**config.mk**
```make
export PLATFORM = sky130hd
export DESIGN_NAME = ufr_irq_route
export DESIGN_NICKNAME = d
export VERILOG_FILES = /design/src/include/ufr_pkg.sv /design/src/design/ufr_sticky_flags.sv /design/src/design/ufr_irq_route.sv
export SDC_FILE = /design/constraint.sdc
export NUM_CORES = 1
export LEC_CHECK = 0
export BUFFER_PORTS_ARGS = -buffer_cell sky130_fd_sc_hd__buf_4
export CORE_MARGIN = 4
export CORE_UTILIZATION = 25
export CTS_BUF_LIST = sky130_fd_sc_hd__clkbuf_4
export CTS_CLUSTER_SIZE = 28
export DETAILED_ROUTE_END_ITERATION = 10
export HOLD_SLACK_MARGIN = 0.1
export SLEW_MARGIN = 20
export SYNTH_ARGS = -nofsm -noshare
export SYNTH_HDL_FRONTEND = slang
export SYNTH_SLANG_ARGS = --single-unit
```
**constraint.sdc**
```tcl
create_clock -name aclk -period 2.6 [get_ports aclk]
set_input_delay 0.39 -clock aclk [delete_from_list [all_inputs] [get_ports aclk]]
set_output_delay 0.39 -clock aclk [all_outputs]
set_load 0.02 [all_outputs]
```
**src/include/ufr_pkg.sv**
```systemverilog
// Package for the USB function interrupt and transfer-request routing block.
// Assumes a 32-bit AXI4-Lite register bus on a single 10 MHz clock.
package ufr_pkg;

  // ********************************
  // Register byte offsets
  // ********************************
  localparam logic [7:0] UFR_IFR0_OFF = 8'h00;
  localparam logic [7:0] UFR_IFR0_CLR_OFF = 8'h04;
  localparam logic [7:0] UFR_IFR0_EN_A_OFF = 8'h08;
  localparam logic [7:0] UFR_IFR0_EN_B_OFF = 8'h0C;
  localparam logic [7:0] UFR_XFER_SET_OFF = 8'h10;
  localparam logic [7:0] UFR_XFER_END_OFF = 8'h14;
  localparam logic [7:0] UFR_XFER_END_CLR_OFF = 8'h18;
  localparam logic [7:0] UFR_XFER_END_EN_OFF = 8'h1C;
  localparam logic [7:0] UFR_DMA_OP_OFF = 8'h20;
  localparam logic [7:0] UFR_DTC_EN_OFF = 8'h24;

  // ********************************
  // Field positions
  // ********************************
  localparam int UFR_BUS_RESET_BIT = 7;
  localparam int UFR_RX_FULL_BIT = 6;
  localparam int UFR_TX_TREQ_BIT = 5;
  localparam int UFR_TX_EMPTY_BIT = 4;
  localparam int UFR_TX_ARM_BIT = 0;
  localparam int UFR_RX_ARM_BIT = 1;
  localparam int UFR_TX_END_BIT = 0;
  localparam int UFR_RX_END_BIT = 1;
  localparam int UFR_DME_BIT = 0;
  localparam int UFR_DTC0_BIT = 0;
  localparam int UFR_DTC1_BIT = 1;

  // ********************************
  // Reset values and answers
  // ********************************
  localparam logic [7:0] UFR_FLAG_RST = 8'h00;
  localparam logic [1:0] UFR_RESP_OKAY = 2'h0;
  localparam logic [1:0] UFR_RESP_SLVERR = 2'h2;

  typedef enum logic [1:0] {
    UFR_WR_IDLE = 2'b00,
    UFR_WR_RESP = 2'b01
  } ufr_wr_state_t;

endpackage : ufr_pkg

```
**src/design/ufr_sticky_flags.sv**
```systemverilog
// Bank of sticky flags: set by hardware events, cleared by write-one.
// Assumes set and clear strobes are on the same clock as the bank.
`timescale 1ns/1ps
`default_nettype none

module ufr_sticky_flags #(
  parameter int WIDTH = 8
) (
  input wire logic aclk,
  input wire logic aresetn,
  input wire logic [WIDTH-1:0] set_i,
  input wire logic [WIDTH-1:0] clr_i,
  output logic [WIDTH-1:0] flags_ff
);

  // Refused while the design is elaborated, before any clock runs
  if (WIDTH < 1) begin : g_bad_width
    $error("ufr_sticky_flags: WIDTH must be at least 1");
  end

  wire logic [WIDTH-1:0] nxt_flags;

  // Set wins over a clear arriving in the same cycle, so no event is lost
  assign nxt_flags = (flags_ff & ~clr_i) | set_i;

  always_ff @(posedge aclk) begin
    if (!aresetn) begin
      flags_ff <= '0;
    end else begin
      flags_ff <= nxt_flags;
    end
  end

endmodule : ufr_sticky_flags

`default_nettype wire

```
**src/design/ufr_irq_route.sv**
```systemverilog
// USB function interrupt-source and transfer-request routing with AXI4-Lite registers.
// Assumes event strobes from the USB core are one-cycle pulses on aclk.
//
// Local design decisions: the placing of the registers and the AXI4-Lite slave port.
`timescale 1ns/1ps
`default_nettype none

// Functional notes
// - Bus reset flag bit 7, interrupt only
// - Rx FIFO full flag bit 6, receive request
// - Tx transfer request flag bit 5, interrupt only
// - Tx FIFO empty flag bit 4, transmit request
// - Tx armed without DMA/DTC0 sets tx end
// - Rx armed without DMA/DTC1 sets rx end
module ufr_irq_route
  import ufr_pkg::*;
(
  input wire logic aclk,
  input wire logic aresetn,
  input wire logic [7:0] s_axi_awaddr,
  input wire logic s_axi_awvalid,
  output logic s_axi_awready,
  input wire logic [31:0] s_axi_wdata,
  input wire logic [3:0] s_axi_wstrb,
  input wire logic s_axi_wvalid,
  output logic s_axi_wready,
  output logic [1:0] s_axi_bresp,
  output logic s_axi_bvalid,
  input wire logic s_axi_bready,
  input wire logic [7:0] s_axi_araddr,
  input wire logic s_axi_arvalid,
  output logic s_axi_arready,
  output logic [31:0] s_axi_rdata,
  output logic [1:0] s_axi_rresp,
  output logic s_axi_rvalid,
  input wire logic s_axi_rready,
  input wire logic bus_reset_evt,
  input wire logic rx_fifo_full_evt,
  input wire logic tx_treq_evt,
  input wire logic tx_fifo_empty_evt,
  output logic usb_irq_line_a,
  output logic usb_irq_line_b,
  output logic usb_rx_transfer_request,
  output logic usb_tx_transfer_request,
  output logic usb_xfer_end_irq
);

  // ********************************
  // Write channel
  // ********************************
  logic [7:0] wr_addr_ff;
  logic aw_held_ff;
  logic [31:0] wr_data_ff;
  logic [3:0] wr_strb_ff;
  logic w_held_ff;
  logic bvalid_ff;
  logic [1:0] bresp_ff;

  wire logic aw_fire = s_axi_awvalid && s_axi_awready;
  wire logic w_fire = s_axi_wvalid && s_axi_wready;
  wire logic have_aw = aw_held_ff || aw_fire;
  wire logic have_w = w_held_ff || w_fire;
  wire logic wr_go = have_aw && have_w && !bvalid_ff;
  wire logic [7:0] wr_addr = aw_held_ff ? wr_addr_ff : s_axi_awaddr;
  wire logic [31:0] wr_data = w_held_ff ? wr_data_ff : s_axi_wdata;
  wire logic [3:0] wr_strb = w_held_ff ? wr_strb_ff : s_axi_wstrb;
  wire logic [7:0] wbyte = wr_strb[0] ? wr_data[7:0] : 8'h00;

  assign s_axi_awready = !aw_held_ff && !bvalid_ff;
  assign s_axi_wready = !w_held_ff && !bvalid_ff;
  assign s_axi_bvalid = bvalid_ff;
  assign s_axi_bresp = bresp_ff;

  wire logic wr_ifr0_clr = wr_go && wr_addr == UFR_IFR0_CLR_OFF;
  wire logic wr_en_a = wr_go && wr_addr == UFR_IFR0_EN_A_OFF && wr_strb[0];
  wire logic wr_en_b = wr_go && wr_addr == UFR_IFR0_EN_B_OFF && wr_strb[0];
  wire logic wr_xset = wr_go && wr_addr == UFR_XFER_SET_OFF && wr_strb[0];
  wire logic wr_end_clr = wr_go && wr_addr == UFR_XFER_END_CLR_OFF;
  wire logic wr_end_en = wr_go && wr_addr == UFR_XFER_END_EN_OFF && wr_strb[0];
  wire logic wr_dma = wr_go && wr_addr == UFR_DMA_OP_OFF && wr_strb[0];
  wire logic wr_dtc = wr_go && wr_addr == UFR_DTC_EN_OFF && wr_strb[0];
  wire logic wr_mapped = wr_addr == UFR_IFR0_OFF || wr_addr == UFR_IFR0_CLR_OFF
    || wr_addr == UFR_IFR0_EN_A_OFF || wr_addr == UFR_IFR0_EN_B_OFF
    || wr_addr == UFR_XFER_SET_OFF || wr_addr == UFR_XFER_END_OFF
    || wr_addr == UFR_XFER_END_CLR_OFF || wr_addr == UFR_XFER_END_EN_OFF
    || wr_addr == UFR_DMA_OP_OFF || wr_addr == UFR_DTC_EN_OFF;
  // Status registers are read-only; a write there gets an error answer
  wire logic wr_ok = wr_mapped && wr_addr != UFR_IFR0_OFF && wr_addr != UFR_XFER_END_OFF;

  always_ff @(posedge aclk) begin
    if (!aresetn) begin
      aw_held_ff <= 1'b0;
      wr_addr_ff <= 8'h00;
    end else if (wr_go) begin
      aw_held_ff <= 1'b0;
    end else if (aw_fire) begin
      aw_held_ff <= 1'b1;
      wr_addr_ff <= s_axi_awaddr;
    end
  end

  always_ff @(posedge aclk) begin
    if (!aresetn) begin
      w_held_ff <= 1'b0;
      wr_data_ff <= 32'h0000_0000;
      wr_strb_ff <= 4'h0;
    end else if (wr_go) begin
      w_held_ff <= 1'b0;
    end else if (w_fire) begin
      w_held_ff <= 1'b1;
      wr_data_ff <= s_axi_wdata;
      wr_strb_ff <= s_axi_wstrb;
    end
  end

  always_ff @(posedge aclk) begin
    if (!aresetn) begin
      bvalid_ff <= 1'b0;
      bresp_ff <= UFR_RESP_OKAY;
    end else if (wr_go) begin
      bvalid_ff <= 1'b1;
      bresp_ff <= wr_ok ? UFR_RESP_OKAY : UFR_RESP_SLVERR;
    end else if (s_axi_bready) begin
      bvalid_ff <= 1'b0;
    end
  end

  // ********************************
  // Control registers
  // ********************************
  logic [7:0] en_a_ff;
  logic [7:0] en_b_ff;
  logic [1:0] xset_ff;
  logic [1:0] end_en_ff;
  logic dme_ff;
  logic [1:0] dtc_ff;

  always_ff @(posedge aclk) begin
    if (!aresetn) begin
      en_a_ff <= UFR_FLAG_RST;
      en_b_ff <= UFR_FLAG_RST;
      xset_ff <= 2'h0;
      end_en_ff <= 2'h0;
      dme_ff <= 1'b0;
      dtc_ff <= 2'h0;
    end else begin
      if (wr_en_a) en_a_ff <= wbyte;
      if (wr_en_b) en_b_ff <= wbyte;
      if (wr_xset) xset_ff <= wbyte[1:0];
      if (wr_end_en) end_en_ff <= wbyte[1:0];
      if (wr_dma) dme_ff <= wbyte[UFR_DME_BIT];
      if (wr_dtc) dtc_ff <= wbyte[1:0];
    end
  end

  // ********************************
  // Flags and routing
  // ********************************
  logic [7:0] ifr0_ff;
  logic [1:0] xend_ff;
  wire logic [7:0] ifr0_set;
  wire logic [1:0] xend_set;

  assign ifr0_set[UFR_BUS_RESET_BIT] = bus_reset_evt;
  assign ifr0_set[UFR_RX_FULL_BIT] = rx_fifo_full_evt;
  assign ifr0_set[UFR_TX_TREQ_BIT] = tx_treq_evt;
  assign ifr0_set[UFR_TX_EMPTY_BIT] = tx_fifo_empty_evt;
  assign ifr0_set[3:0] = 4'h0;

  // Arming with neither DMA nor its own DTC channel enabled ends the transfer at once; the
  // enable is checked on the arming write, relying on software to order it.
  wire logic tx_arm_now = wr_xset && wbyte[UFR_TX_ARM_BIT];
  wire logic rx_arm_now = wr_xset && wbyte[UFR_RX_ARM_BIT];
  assign xend_set[UFR_TX_END_BIT] = tx_arm_now && !dme_ff && !dtc_ff[UFR_DTC0_BIT];
  assign xend_set[UFR_RX_END_BIT] = rx_arm_now && !dme_ff && !dtc_ff[UFR_DTC1_BIT];

  ufr_sticky_flags #(.WIDTH(8)) u_ifr0 (
    .aclk(aclk),
    .aresetn(aresetn),
    .set_i(ifr0_set),
    .clr_i(wr_ifr0_clr ? wbyte : 8'h00),
    .flags_ff(ifr0_ff)
  );

  ufr_sticky_flags #(.WIDTH(2)) u_xend (
    .aclk(aclk),
    .aresetn(aresetn),
    .set_i(xend_set),
    .clr_i(wr_end_clr ? wbyte[1:0] : 2'h0),
    .flags_ff(xend_ff)
  );

  // Bits 3:0 never set, so they never reach the lines
  assign usb_irq_line_a = |(ifr0_ff & en_a_ff);
  assign usb_irq_line_b = |(ifr0_ff & en_b_ff);
  // Only full and empty flags request transfers; bus reset and tx request do not
  assign usb_rx_transfer_request = ifr0_ff[UFR_RX_FULL_BIT] && xset_ff[UFR_RX_ARM_BIT];
  assign usb_tx_transfer_request = ifr0_ff[UFR_TX_EMPTY_BIT] && xset_ff[UFR_TX_ARM_BIT];
  assign usb_xfer_end_irq = |(xend_ff & end_en_ff);

  // ********************************
  // Read channel
  // ********************************
  logic rvalid_ff;
  logic [31:0] rdata_ff;
  logic [1:0] rresp_ff;
  logic [7:0] rsel;
  logic rhit;

  always_comb begin
    rsel = 8'h00;
    rhit = 1'b1;
    case (s_axi_araddr)
      UFR_IFR0_OFF: rsel = ifr0_ff;
      UFR_IFR0_CLR_OFF: rsel = 8'h00;
      UFR_IFR0_EN_A_OFF: rsel = en_a_ff;
      UFR_IFR0_EN_B_OFF: rsel = en_b_ff;
      UFR_XFER_SET_OFF: rsel = {6'h00, xset_ff};
      UFR_XFER_END_OFF: rsel = {6'h00, xend_ff};
      UFR_XFER_END_CLR_OFF: rsel = 8'h00;
      UFR_XFER_END_EN_OFF: rsel = {6'h00, end_en_ff};
      UFR_DMA_OP_OFF: rsel = {7'h00, dme_ff};
      UFR_DTC_EN_OFF: rsel = {6'h00, dtc_ff};
      default: rhit = 1'b0;
    endcase
  end

  assign s_axi_arready = !rvalid_ff;
  assign s_axi_rvalid = rvalid_ff;
  assign s_axi_rdata = rdata_ff;
  assign s_axi_rresp = rresp_ff;

  always_ff @(posedge aclk) begin
    if (!aresetn) begin
      rvalid_ff <= 1'b0;
      rdata_ff <= 32'h0000_0000;
      rresp_ff <= UFR_RESP_OKAY;
    end else if (s_axi_arvalid && !rvalid_ff) begin
      rvalid_ff <= 1'b1;
      rdata_ff <= {24'h000000, rsel};
      rresp_ff <= rhit ? UFR_RESP_OKAY : UFR_RESP_SLVERR;
    end else if (s_axi_rready) begin
      rvalid_ff <= 1'b0;
    end
  end

endmodule : ufr_irq_route

`default_nettype wire

```
==> results.toml, run 1 <==
[sta]
fin_setup_tns_ps = 0
slew_viol_final = 0
post-route-min-period_ps = 2100
setup_viol_count_final = 0
rsz0062_at_grt = "no"
min_period_over_period_pct = 80.9
setup_ws_ps = 496
fmax_mhz = 475
clock_skew_ps = 10.2
hold_viol_final = 0
tightest_slew_ps = 751
relSlewSlack_pct = 49.6

[synth]
synth.cell_area_mm2 = 0.00341
syn_inst = 384
synth-seq-cells = 64
seq_area_frac_synth_pct = 37.6
ys_types = 48
yosys_warnings = 0
synth_area_per_cell_um2 = 8.89

[clocking]
clk_latency_ps = 410
numCtsBuffers = 9
htree_levels = 3
post-cts-setup-buffers = 0
cts_sinks = 64
cts.path.max_buffers = 2
cts_root_buf = "clkbuf_4"
cts_tree = "yes"
path_clk_slew_ps = 110
ctsHoldBuffers = 0
cts_resized = 0

[detailed_routing]
vias = 2876
drcViolationCount = 0
via_per_inst = 4.68
drt-wirelength-per-cell_um = 13.9
drt_iter0_drc = 159
postRouteAntennaNets = 0
routed_wirelength_mm = 8.55
dr.pass1.iters = 4

[floorplan]
coreArea_mm2 = 0.0133
start_util_pct = 25.7
io_pins = 109
rows = 42
die_y_um = 125
die_area_mm2 = 0.0156
die_w_um = 125

[critical_path]
cp-start-kind = "flip-flop"
critPathMaxFanout = 21
worst-setup-path-type = "reg2reg"
reg2regPathDepth = 6
end_kind = "flip-flop"
cp.arrival_ps = 2440
crit_required_ps = 2940

[placement]
placedInstanceArea_mm2 = 0.00390
io_buffers = 55
routabilityCongestion = 0.832
dp_worst_setup_slack_ps = 306
dpl.hpwl_mm = 6.59

[power_and_ir_drop]
p_leak_uw = 0.00165
vdd_drop_max_v = 0.000256
power_density_mw_per_mm2 = 521
p_total_uw = 2110

[outcome]
status = "finished clean"

[finish]
syn_to_final_growth_pct = 18.7
design_area_mm2 = 0.00405
nets = 498
drive_gt1_share_pct = 20.5
fill_cells = 1435
final_cell_mix = "dfxtp_1 (64), buf_4 (61), mux2i_1 (52)"
final_common_cell = "dfxtp_1"
n_antenna_cell = 0

[hold_path]
hold_path_class = "in2reg"
worstHoldPathCells = 3

[grt]
grt_pass1_vias = 2766
grt_pass1_wl_mm = 14.0
grt_overflow = 0
antenna_found_initial = 0
track_usage_pct = 11.0
grt_max_degree = 44

[flow_run]
maxCapViolCount = 0
[path summary, 6_finish.rpt]
path | from | endpoint | slack [ps]
max reg2reg | aw_held_ff | dtc_ff[0] | 500
min reg2reg | s_axi_rresp[1] | s_axi_rresp[1] | 470
max | aw_held_ff | dtc_ff[0] | 500
min | s_axi_awaddr[1] | wr_addr_ff[1] | 210
[metrics by stage]
stage / util [%] / instances / hold WS, ps
final: 30.5 / 615 / 213
after global routing: 30.5 / 615 / 185
after CTS: 30.5 / 615 / 174
after detailed placement: 29.4 / 600 / 463
after global placement: 29.4 / 600 / 454
after floorplan: - / 409 / 438
[cell usage after synthesis, drive strengths merged]
master / count / area, um^2
o2bb2ai: 2 / 17.5
dfxtp: 64 / 1280
nor4: 9 / 86.3
a41oi: 1 / 8.76
and4b: 1 / 10.0
a211o: 1 / 8.76
a21oi: 9 / 45.0
mux2: 11 / 124
and3b: 3 / 26.3
clkinv: 1 / 3.75
nand3: 1 / 5.00
or3b: 1 / 8.76
or3: 1 / 6.26
or4: 3 / 26.3
inv: 8 / 30.0
nor4b: 2 / 17.5
a31oi: 7 / 43.8
o22ai: 4 / 25.0
clkbuf: 15 / 56.3
or4b: 2 / 20.0
and4: 2 / 17.5
a22oi: 8 / 60.1
conb: 1 / 3.75
mux2i: 52 / 521
nand2b: 3 / 18.8
o21ai: 15 / 75.1
and2: 3 / 18.8
nor2b: 5 / 31.3
o21a: 1 / 7.51
a221oi: 3 / 26.3
or2: 1 / 6.26
o311a: 1 / 10.0
nor3b: 6 / 45.0
nand3b: 2 / 15.0
buf: 31 / 225
nand2: 46 / 173
nand4: 4 / 25.0
nor3: 11 / 66.3
o221ai: 3 / 26.3
a22o: 8 / 70.1
nor2: 32 / 120
[power by group]
part	switching [uW]	leakage, uW	total (uW)	internal, uW
clock	344	0.0000813	732	388
combinational	211	0.00105	345	134
sequential	24.6	0.000519	1030	1010
[metal layers]
metal	wire length (um)	GRT usage, %
met1	4330	15.3
met2	3520	15.6
met3	626	4.33
met4	68	3.57
met5	0	0
[cells by family (layout without fill, tap and decap cells)]
| family | count (synthesis) | count (layout) | share of synthesized area, % |
|---|---|---|---|
| multiplexers | 63 | 63 | 18.9 |
| AND/OR/NAND/NOR | 138 | 138 | 21.8 |
| flip-flops | 64 | 64 | 37.6 |
| AO/OA/AOI/OAI | 63 | 63 | 12.4 |
| buffers and inverters | 55 | 85 | 9.24 |
| other | 1 | 26 | 0.110 |
[sequential cells by signal, indices dropped and copies added (netlist names), 2 cells and up]
name             count
en_a_ff              8
en_b_ff              8
s_axi_rdata          8
u_ifr0.flags_ff      8
wr_addr_ff           8
wr_data_ff           8
dtc_ff               2
end_en_ff            2
u_xend.flags_ff      2
xset_ff              2
[worst max-delay path: stages (launching register included)]
cell     delay, ps
dfxtp_1        350
buf_4          230
o22ai_1        140
a211o_1        480
nor4_1         480
buf_4          200
mux2i_1        160
[cell type report]
cell class / instances / area [um^2] / share of cell area [%]
clock buffer: 10 / 75.1 / 1.85
multi-input combinational: 290 / 1910 / 47.1
timing repair buffer: 61 / 458 / 11.3
clock inverter: 5 / 72.6 / 1.79
inverter: 9 / 33.8 / 0.834
tap: 176 / 220 / 5.44
sequential: 64 / 1280 / 31.6
(Power assumes the default switching activity.)
==> run 2, diff against run 1 <==
--- a/config.mk
+++ b/config.mk
@@ -5,6 +5,7 @@
 export SDC_FILE = /design/constraint.sdc
 export NUM_CORES = 1
 export LEC_CHECK = 0
+export ABC_AREA = 1
 export BUFFER_PORTS_ARGS = -buffer_cell sky130_fd_sc_hd__buf_4
 export CORE_MARGIN = 4
 export CORE_UTILIZATION = 25
==> constraint.sdc (replaced) <==
create_clock -name aclk -period 1.8 [get_ports aclk]
set_input_delay 0.27 -clock aclk [delete_from_list [all_inputs] [get_ports aclk]]
set_output_delay 0.27 -clock aclk [all_outputs]
set_load 0.02 [all_outputs]
==> results.toml, run 2 <==
[floorplan]
rows = 42
die_y_um = 125
io_pins = 109
start_util_pct = 25.8
coreArea_mm2 = 0.0133
die_area_mm2 = 0.0157
die_w_um = 125

[sta]
rsz0062_at_grt = "yes"
setup_ws_ps = 88.5
slew_viol_final = 0
min_period_over_period_pct = 95.1
tightest_slew_ps = 467
fmax_mhz = 584
whs_ps = 130
relSlewSlack_pct = 68.0
post-route-min-period_ps = 1710
clock_skew_ps = 15.2
fin_setup_tns_ps = 0
hold_viol_final = 0
setup_viol_count_final = 0

[grt]
track_usage_pct = 11.3
antenna_found_initial = 0
grt_overflow = 0
grt_pass1_vias = 3033
grt_pass1_wl_mm = 14.5
grt_max_degree = 43

[synth]
syn_inst = 536
synth_commonest_cells = "nand2_1 (143), nor2_1 (100), dfxtp_1 (64)"
synth_edf_count = 0
synth_top_area_cell = "dfxtp_1"
async_flop_share_pct = 0
ys_types = 27
yosysTopAreaCellShare_pct = 37.3
synth-seq-cells = 64
synth_area_per_cell_um2 = 6.41
seq_area_frac_synth_pct = 37.3
yosysMostFrequentCell = "nand2_1"
synth.cell_area_mm2 = 0.00344
yosys_warnings = 0
synth.area.top_cells = "dfxtp_1 (37%), nand2_1 (16%), nor2_1 (11%)"
synth_ff_type = "dfxtp_1"

[finish]
final_cell_mix = "nand2_1 (143), nor2_1 (100), buf_4 (78)"
syn_to_final_growth_pct = 27.8
n_antenna_cell = 0
stdcell_count = 809
drive_gt1_share_pct = 17.9
nets = 691
seqCellArea_mm2 = 0.00129
fill_cells = 1491
multiInputGateArea_mm2 = 0.00181
final_common_cell = "nand2_1"

[placement]
io_buffers = 55
dpl.hpwl_mm = 6.84
routabilityCongestion = 0.822
dp_worst_setup_slack_ps = 149
dp_cells = 769

[clocking]
htree_levels = 3
cts_sinks = 64
cts_root_buf = "clkbuf_4"
numCtsBuffers = 9
cts.path.max_buffers = 2
cts_tree = "yes"
clk_latency_ps = 430
path_clk_slew_ps = 120

[critical_path]
cp_top_family = "compound AO/OA/AOI/OAI gates"
worst-setup-path-type = "reg2out"
cp.arrival_ps = 1440
cp-start-kind = "flip-flop"
slowest_stage = "dfxtp_2"
path_cells = "a22o_1 > a221oi_2 > nand2_1 > buf_6"
critPathMaxFanout = 5
critPathBufInv = 1
end_kind = "output port"
crit_required_ps = 1530
slowest_delay_ps = 370

[hold_path]
hold_path_class = "in2reg"

[detailed_routing]
drcViolationCount = 0
vias = 3465
via_per_inst = 4.28
drt-wirelength-per-cell_um = 11.2
drt_iter0_drc = 137
dr.pass1.iters = 5
routed_wirelength_mm = 9.09
postRouteAntennaNets = 0

[power_and_ir_drop]
p_total_uw = 3060
p_leak_uw = 0.00208
vdd_drop_max_v = 0.000235
power_density_mw_per_mm2 = 696

[flow_run]
maxCapViolCount = 0

[outcome]
status = "finished clean"
[run 2: cell count changes after synthesis, sizes merged, moves of 7 or more]
cell    previous run  this run
inv                8        52
a22oi              8         0
nor4               9         0
a31oi              7         0
clkbuf            15         7
nand2             46       144
mux2              11         0
a21oi              9        33
mux2i             52         4
o21ai             15        33
nand3              1        37
nor2              32       104
[run 2: final timing paths]
check	startpoint	end	slack [ps]	cells after the start
worst max-delay path	u_ifr0.flags_ff[6]	usb_irq_line_a	90	4
worst min-delay path	s_axi_wdata[1]	wr_data_ff[1]	130	3
worst max register to register	aw_held_ff	en_a_ff[7]	160	12
worst min register to register	wr_addr_ff[7]	wr_addr_ff[7]	460	2
[run 2: report_power, final]
group	internal, uW	switching, uW
combinational	247	429
sequential	1490	44.7
clock	283	567
total	2020	1040
[run 2: cell families after synthesis]
kind of cell    Yosys count  synth area share, %
simple gates            299                 35.8
buf+inv                  94                 13.8
compound gates           74                 11.8
flops                    64                 37.3
mux                       4                 1.16
other cells               1                0.109
[run 2: worst min-delay path: stages]
cell	delay, ps
buf_4	100
inv_1	70
a21oi_1	70
[run 2: area by class of cell]
| type | count | share of cell area, % |
|---|---|---|
| clock buffers | 9 | 1.54 |
| clock inverters | 7 | 1.08 |
| inverters | 53 | 4.53 |
| multi-input cells | 404 | 41.1 |
| flip-flops and latches | 64 | 29.3 |
| well taps | 176 | 5.01 |
| repair buffers | 96 | 17.4 |
[run 2: per-stage QoR]
step,utilization (%),cell area (um^2)
CTS,32.4,4320
floorplan,-,3530
global route,32.9,4400
global placement,30.1,4020
finish,32.9,4400
detailed placement,30.1,4020
[run 2: metal layers]
layer  vias to the layer above  share of wire (%)  GRT usage (%)  wire length, um
met4                         0                1.4           4.53              131
li1                       1839                  -              -                -
met3                        11                5.3           2.77              478
met1                      1532                 48           14.8             4380
met2                        83                 45           17.9             4100
met5                         -                  0              0                0
[run 2: what timing repair did]
action / in CTS / in global routing
resized for setup: 5 / 5
endpoints found under the hold margin: 17 / 0
pin swaps: 0 / 4
hold buffers: 17 / 0
endpoints found under the setup margin: 2 / 6
cloned: 0 / 1
setup buffers: 0 / 6
==> run 3, diff against run 2 <==
--- a/config.mk
+++ b/config.mk
@@ -13,6 +13,7 @@
 export CTS_CLUSTER_SIZE = 28
 export DETAILED_ROUTE_END_ITERATION = 10
 export HOLD_SLACK_MARGIN = 0.1
+export REMOVE_ABC_BUFFERS = 1
 export SLEW_MARGIN = 20
 export SYNTH_ARGS = -nofsm -noshare
 export SYNTH_HDL_FRONTEND = slang
==> results.toml, run 3 (synthesized netlist as in run 2, its figures left out) <==
[outcome]
status = "finished clean"

[clocking]
clk_latency_ps = 420
numCtsBuffers = 9
cts_tree = "yes"
cts_root_buf = "clkbuf_4"
cts_sinks = 64
path_clk_slew_ps = 110
htree_levels = 3
cts.path.max_buffers = 2

[finish]
final_common_cell = "nand2_1"
syn_to_final_growth_pct = 25.4
drive_gt1_share_pct = 16.3
design_area_mm2 = 0.00431
final_cell_mix = "nand2_1 (143), nor2_1 (98), buf_4 (68)"
nets = 677

[hold_path]
hold_path_class = "in2reg"
worstHoldPathCells = 3

[detailed_routing]
drt-wirelength-per-cell_um = 11.2
dr.pass1.iters = 4
routed_wirelength_mm = 8.90
drt_iter0_drc = 159
drcViolationCount = 0
postRouteAntennaNets = 0
vias = 3347
via_per_inst = 4.20

[placement]
dpl.hpwl_mm = 6.61
io_buffers = 55
placedInstanceArea_mm2 = 0.00399
dp_worst_setup_slack_ps = 91.7
routabilityCongestion = 0.820

[critical_path]
cp.arrival_ps = 1470
reg2regPathDepth = 9
cp-start-kind = "flip-flop"
slowest_stage = "dfxtp_2"
path_cells = "a22o_1 > a221oi_2 > nand2_1 > buf_4"
end_kind = "output port"
worst-setup-path-type = "reg2out"
slowest_delay_ps = 370
critPathMaxFanout = 4
crit_required_ps = 1530

[floorplan]
io_pins = 109
coreArea_mm2 = 0.0133
die_y_um = 125
rows = 42
die_w_um = 125
start_util_pct = 25.8
die_area_mm2 = 0.0157

[grt]
grt_max_degree = 33
track_usage_pct = 11.4
antenna_found_initial = 1
grt_pass1_vias = 3044
grt_pass1_wl_mm = 14.8
grt_overflow = 0

[sta]
hold_viol_final = 0
clock_skew_ps = 16.7
setup_viol_count_final = 0
rsz0062_at_grt = "yes"
whs_ps = 121
slew_viol_final = 0
fin_setup_tns_ps = 0
setup_ws_ps = 62.6
fmax_mhz = 576
post-route-min-period_ps = 1740
min_period_over_period_pct = 96.5

[power_and_ir_drop]
power_density_mw_per_mm2 = 728
vdd_drop_max_v = 0.000251
p_leak_uw = 0.00202
p_total_uw = 3140

[flow_run]
maxCapViolCount = 0
[run 3: layer usage]
layer  part of all wire, %  track usage [%]  vias up
li1                      -                -     1807
met2                    41             16.5       72
met4                   1.7             5.17        0
met1                    52             16.3     1457
met3                   5.4             2.52       11
met5                     0                0        -
[run 3: repair_timing]
action | 4_1_cts | 5_1_grt
endpoints found under the setup margin | 2 | 18
pin swaps | 0 | 4
endpoints found under the hold margin | 13 | 0
resized for setup | 2 | 8
hold buffers | 13 | 0
buffers inserted | 0 | 2
[run 3: final timing paths]
kind | startpoint | to | slack, ps
setup / recovery | u_ifr0.flags_ff[7] | usb_irq_line_a | 60
hold / removal | s_axi_wstrb[0] | wr_strb_ff[0] | 120
setup reg to reg | s_axi_bvalid | en_a_ff[0] | 170
hold reg to reg | wr_addr_ff[6] | wr_addr_ff[6] | 460
[run 3: cell type report]
| type | instances | area [um^2] |
|---|---|---|
| Tap cell | 176 | 220 |
| Sequential cell | 64 | 1290 |
| Inverter | 53 | 199 |
| Timing Repair Buffer | 83 | 681 |
| Clock inverter | 6 | 50.0 |
| Multi-Input combinational cell | 403 | 1800 |
| Clock buffer | 10 | 75.1 |
| Antenna cell | 1 | 2.50 |
| Fill cell | 1525 | 9030 |
[run 3: through the flow]
stage	utilization (%)	std cells
after floorplan	-	520
after global placement	29.9	764
after detailed placement	29.9	764
after CTS	31.8	793
after global routing	32.3	796
final	32.3	796
[run 3: worst max-delay path, delay by kind of cell (launching register included)]
family | cells | cell delay, ps
AO/OA/AOI/OAI | 2 | 410
buffers and inverters | 1 | 170
AND/OR/NAND/NOR | 1 | 100
flip-flops | 1 | 370
[run 3: power by group]
group / leakage, uW / total (uW) / switching [uW] / internal (uW)
combinational: 0.00143 / 662 / 425 / 237
sequential: 0.000523 / 1540 / 46.3 / 1490
clock: 0.0000703 / 941 / 521 / 419
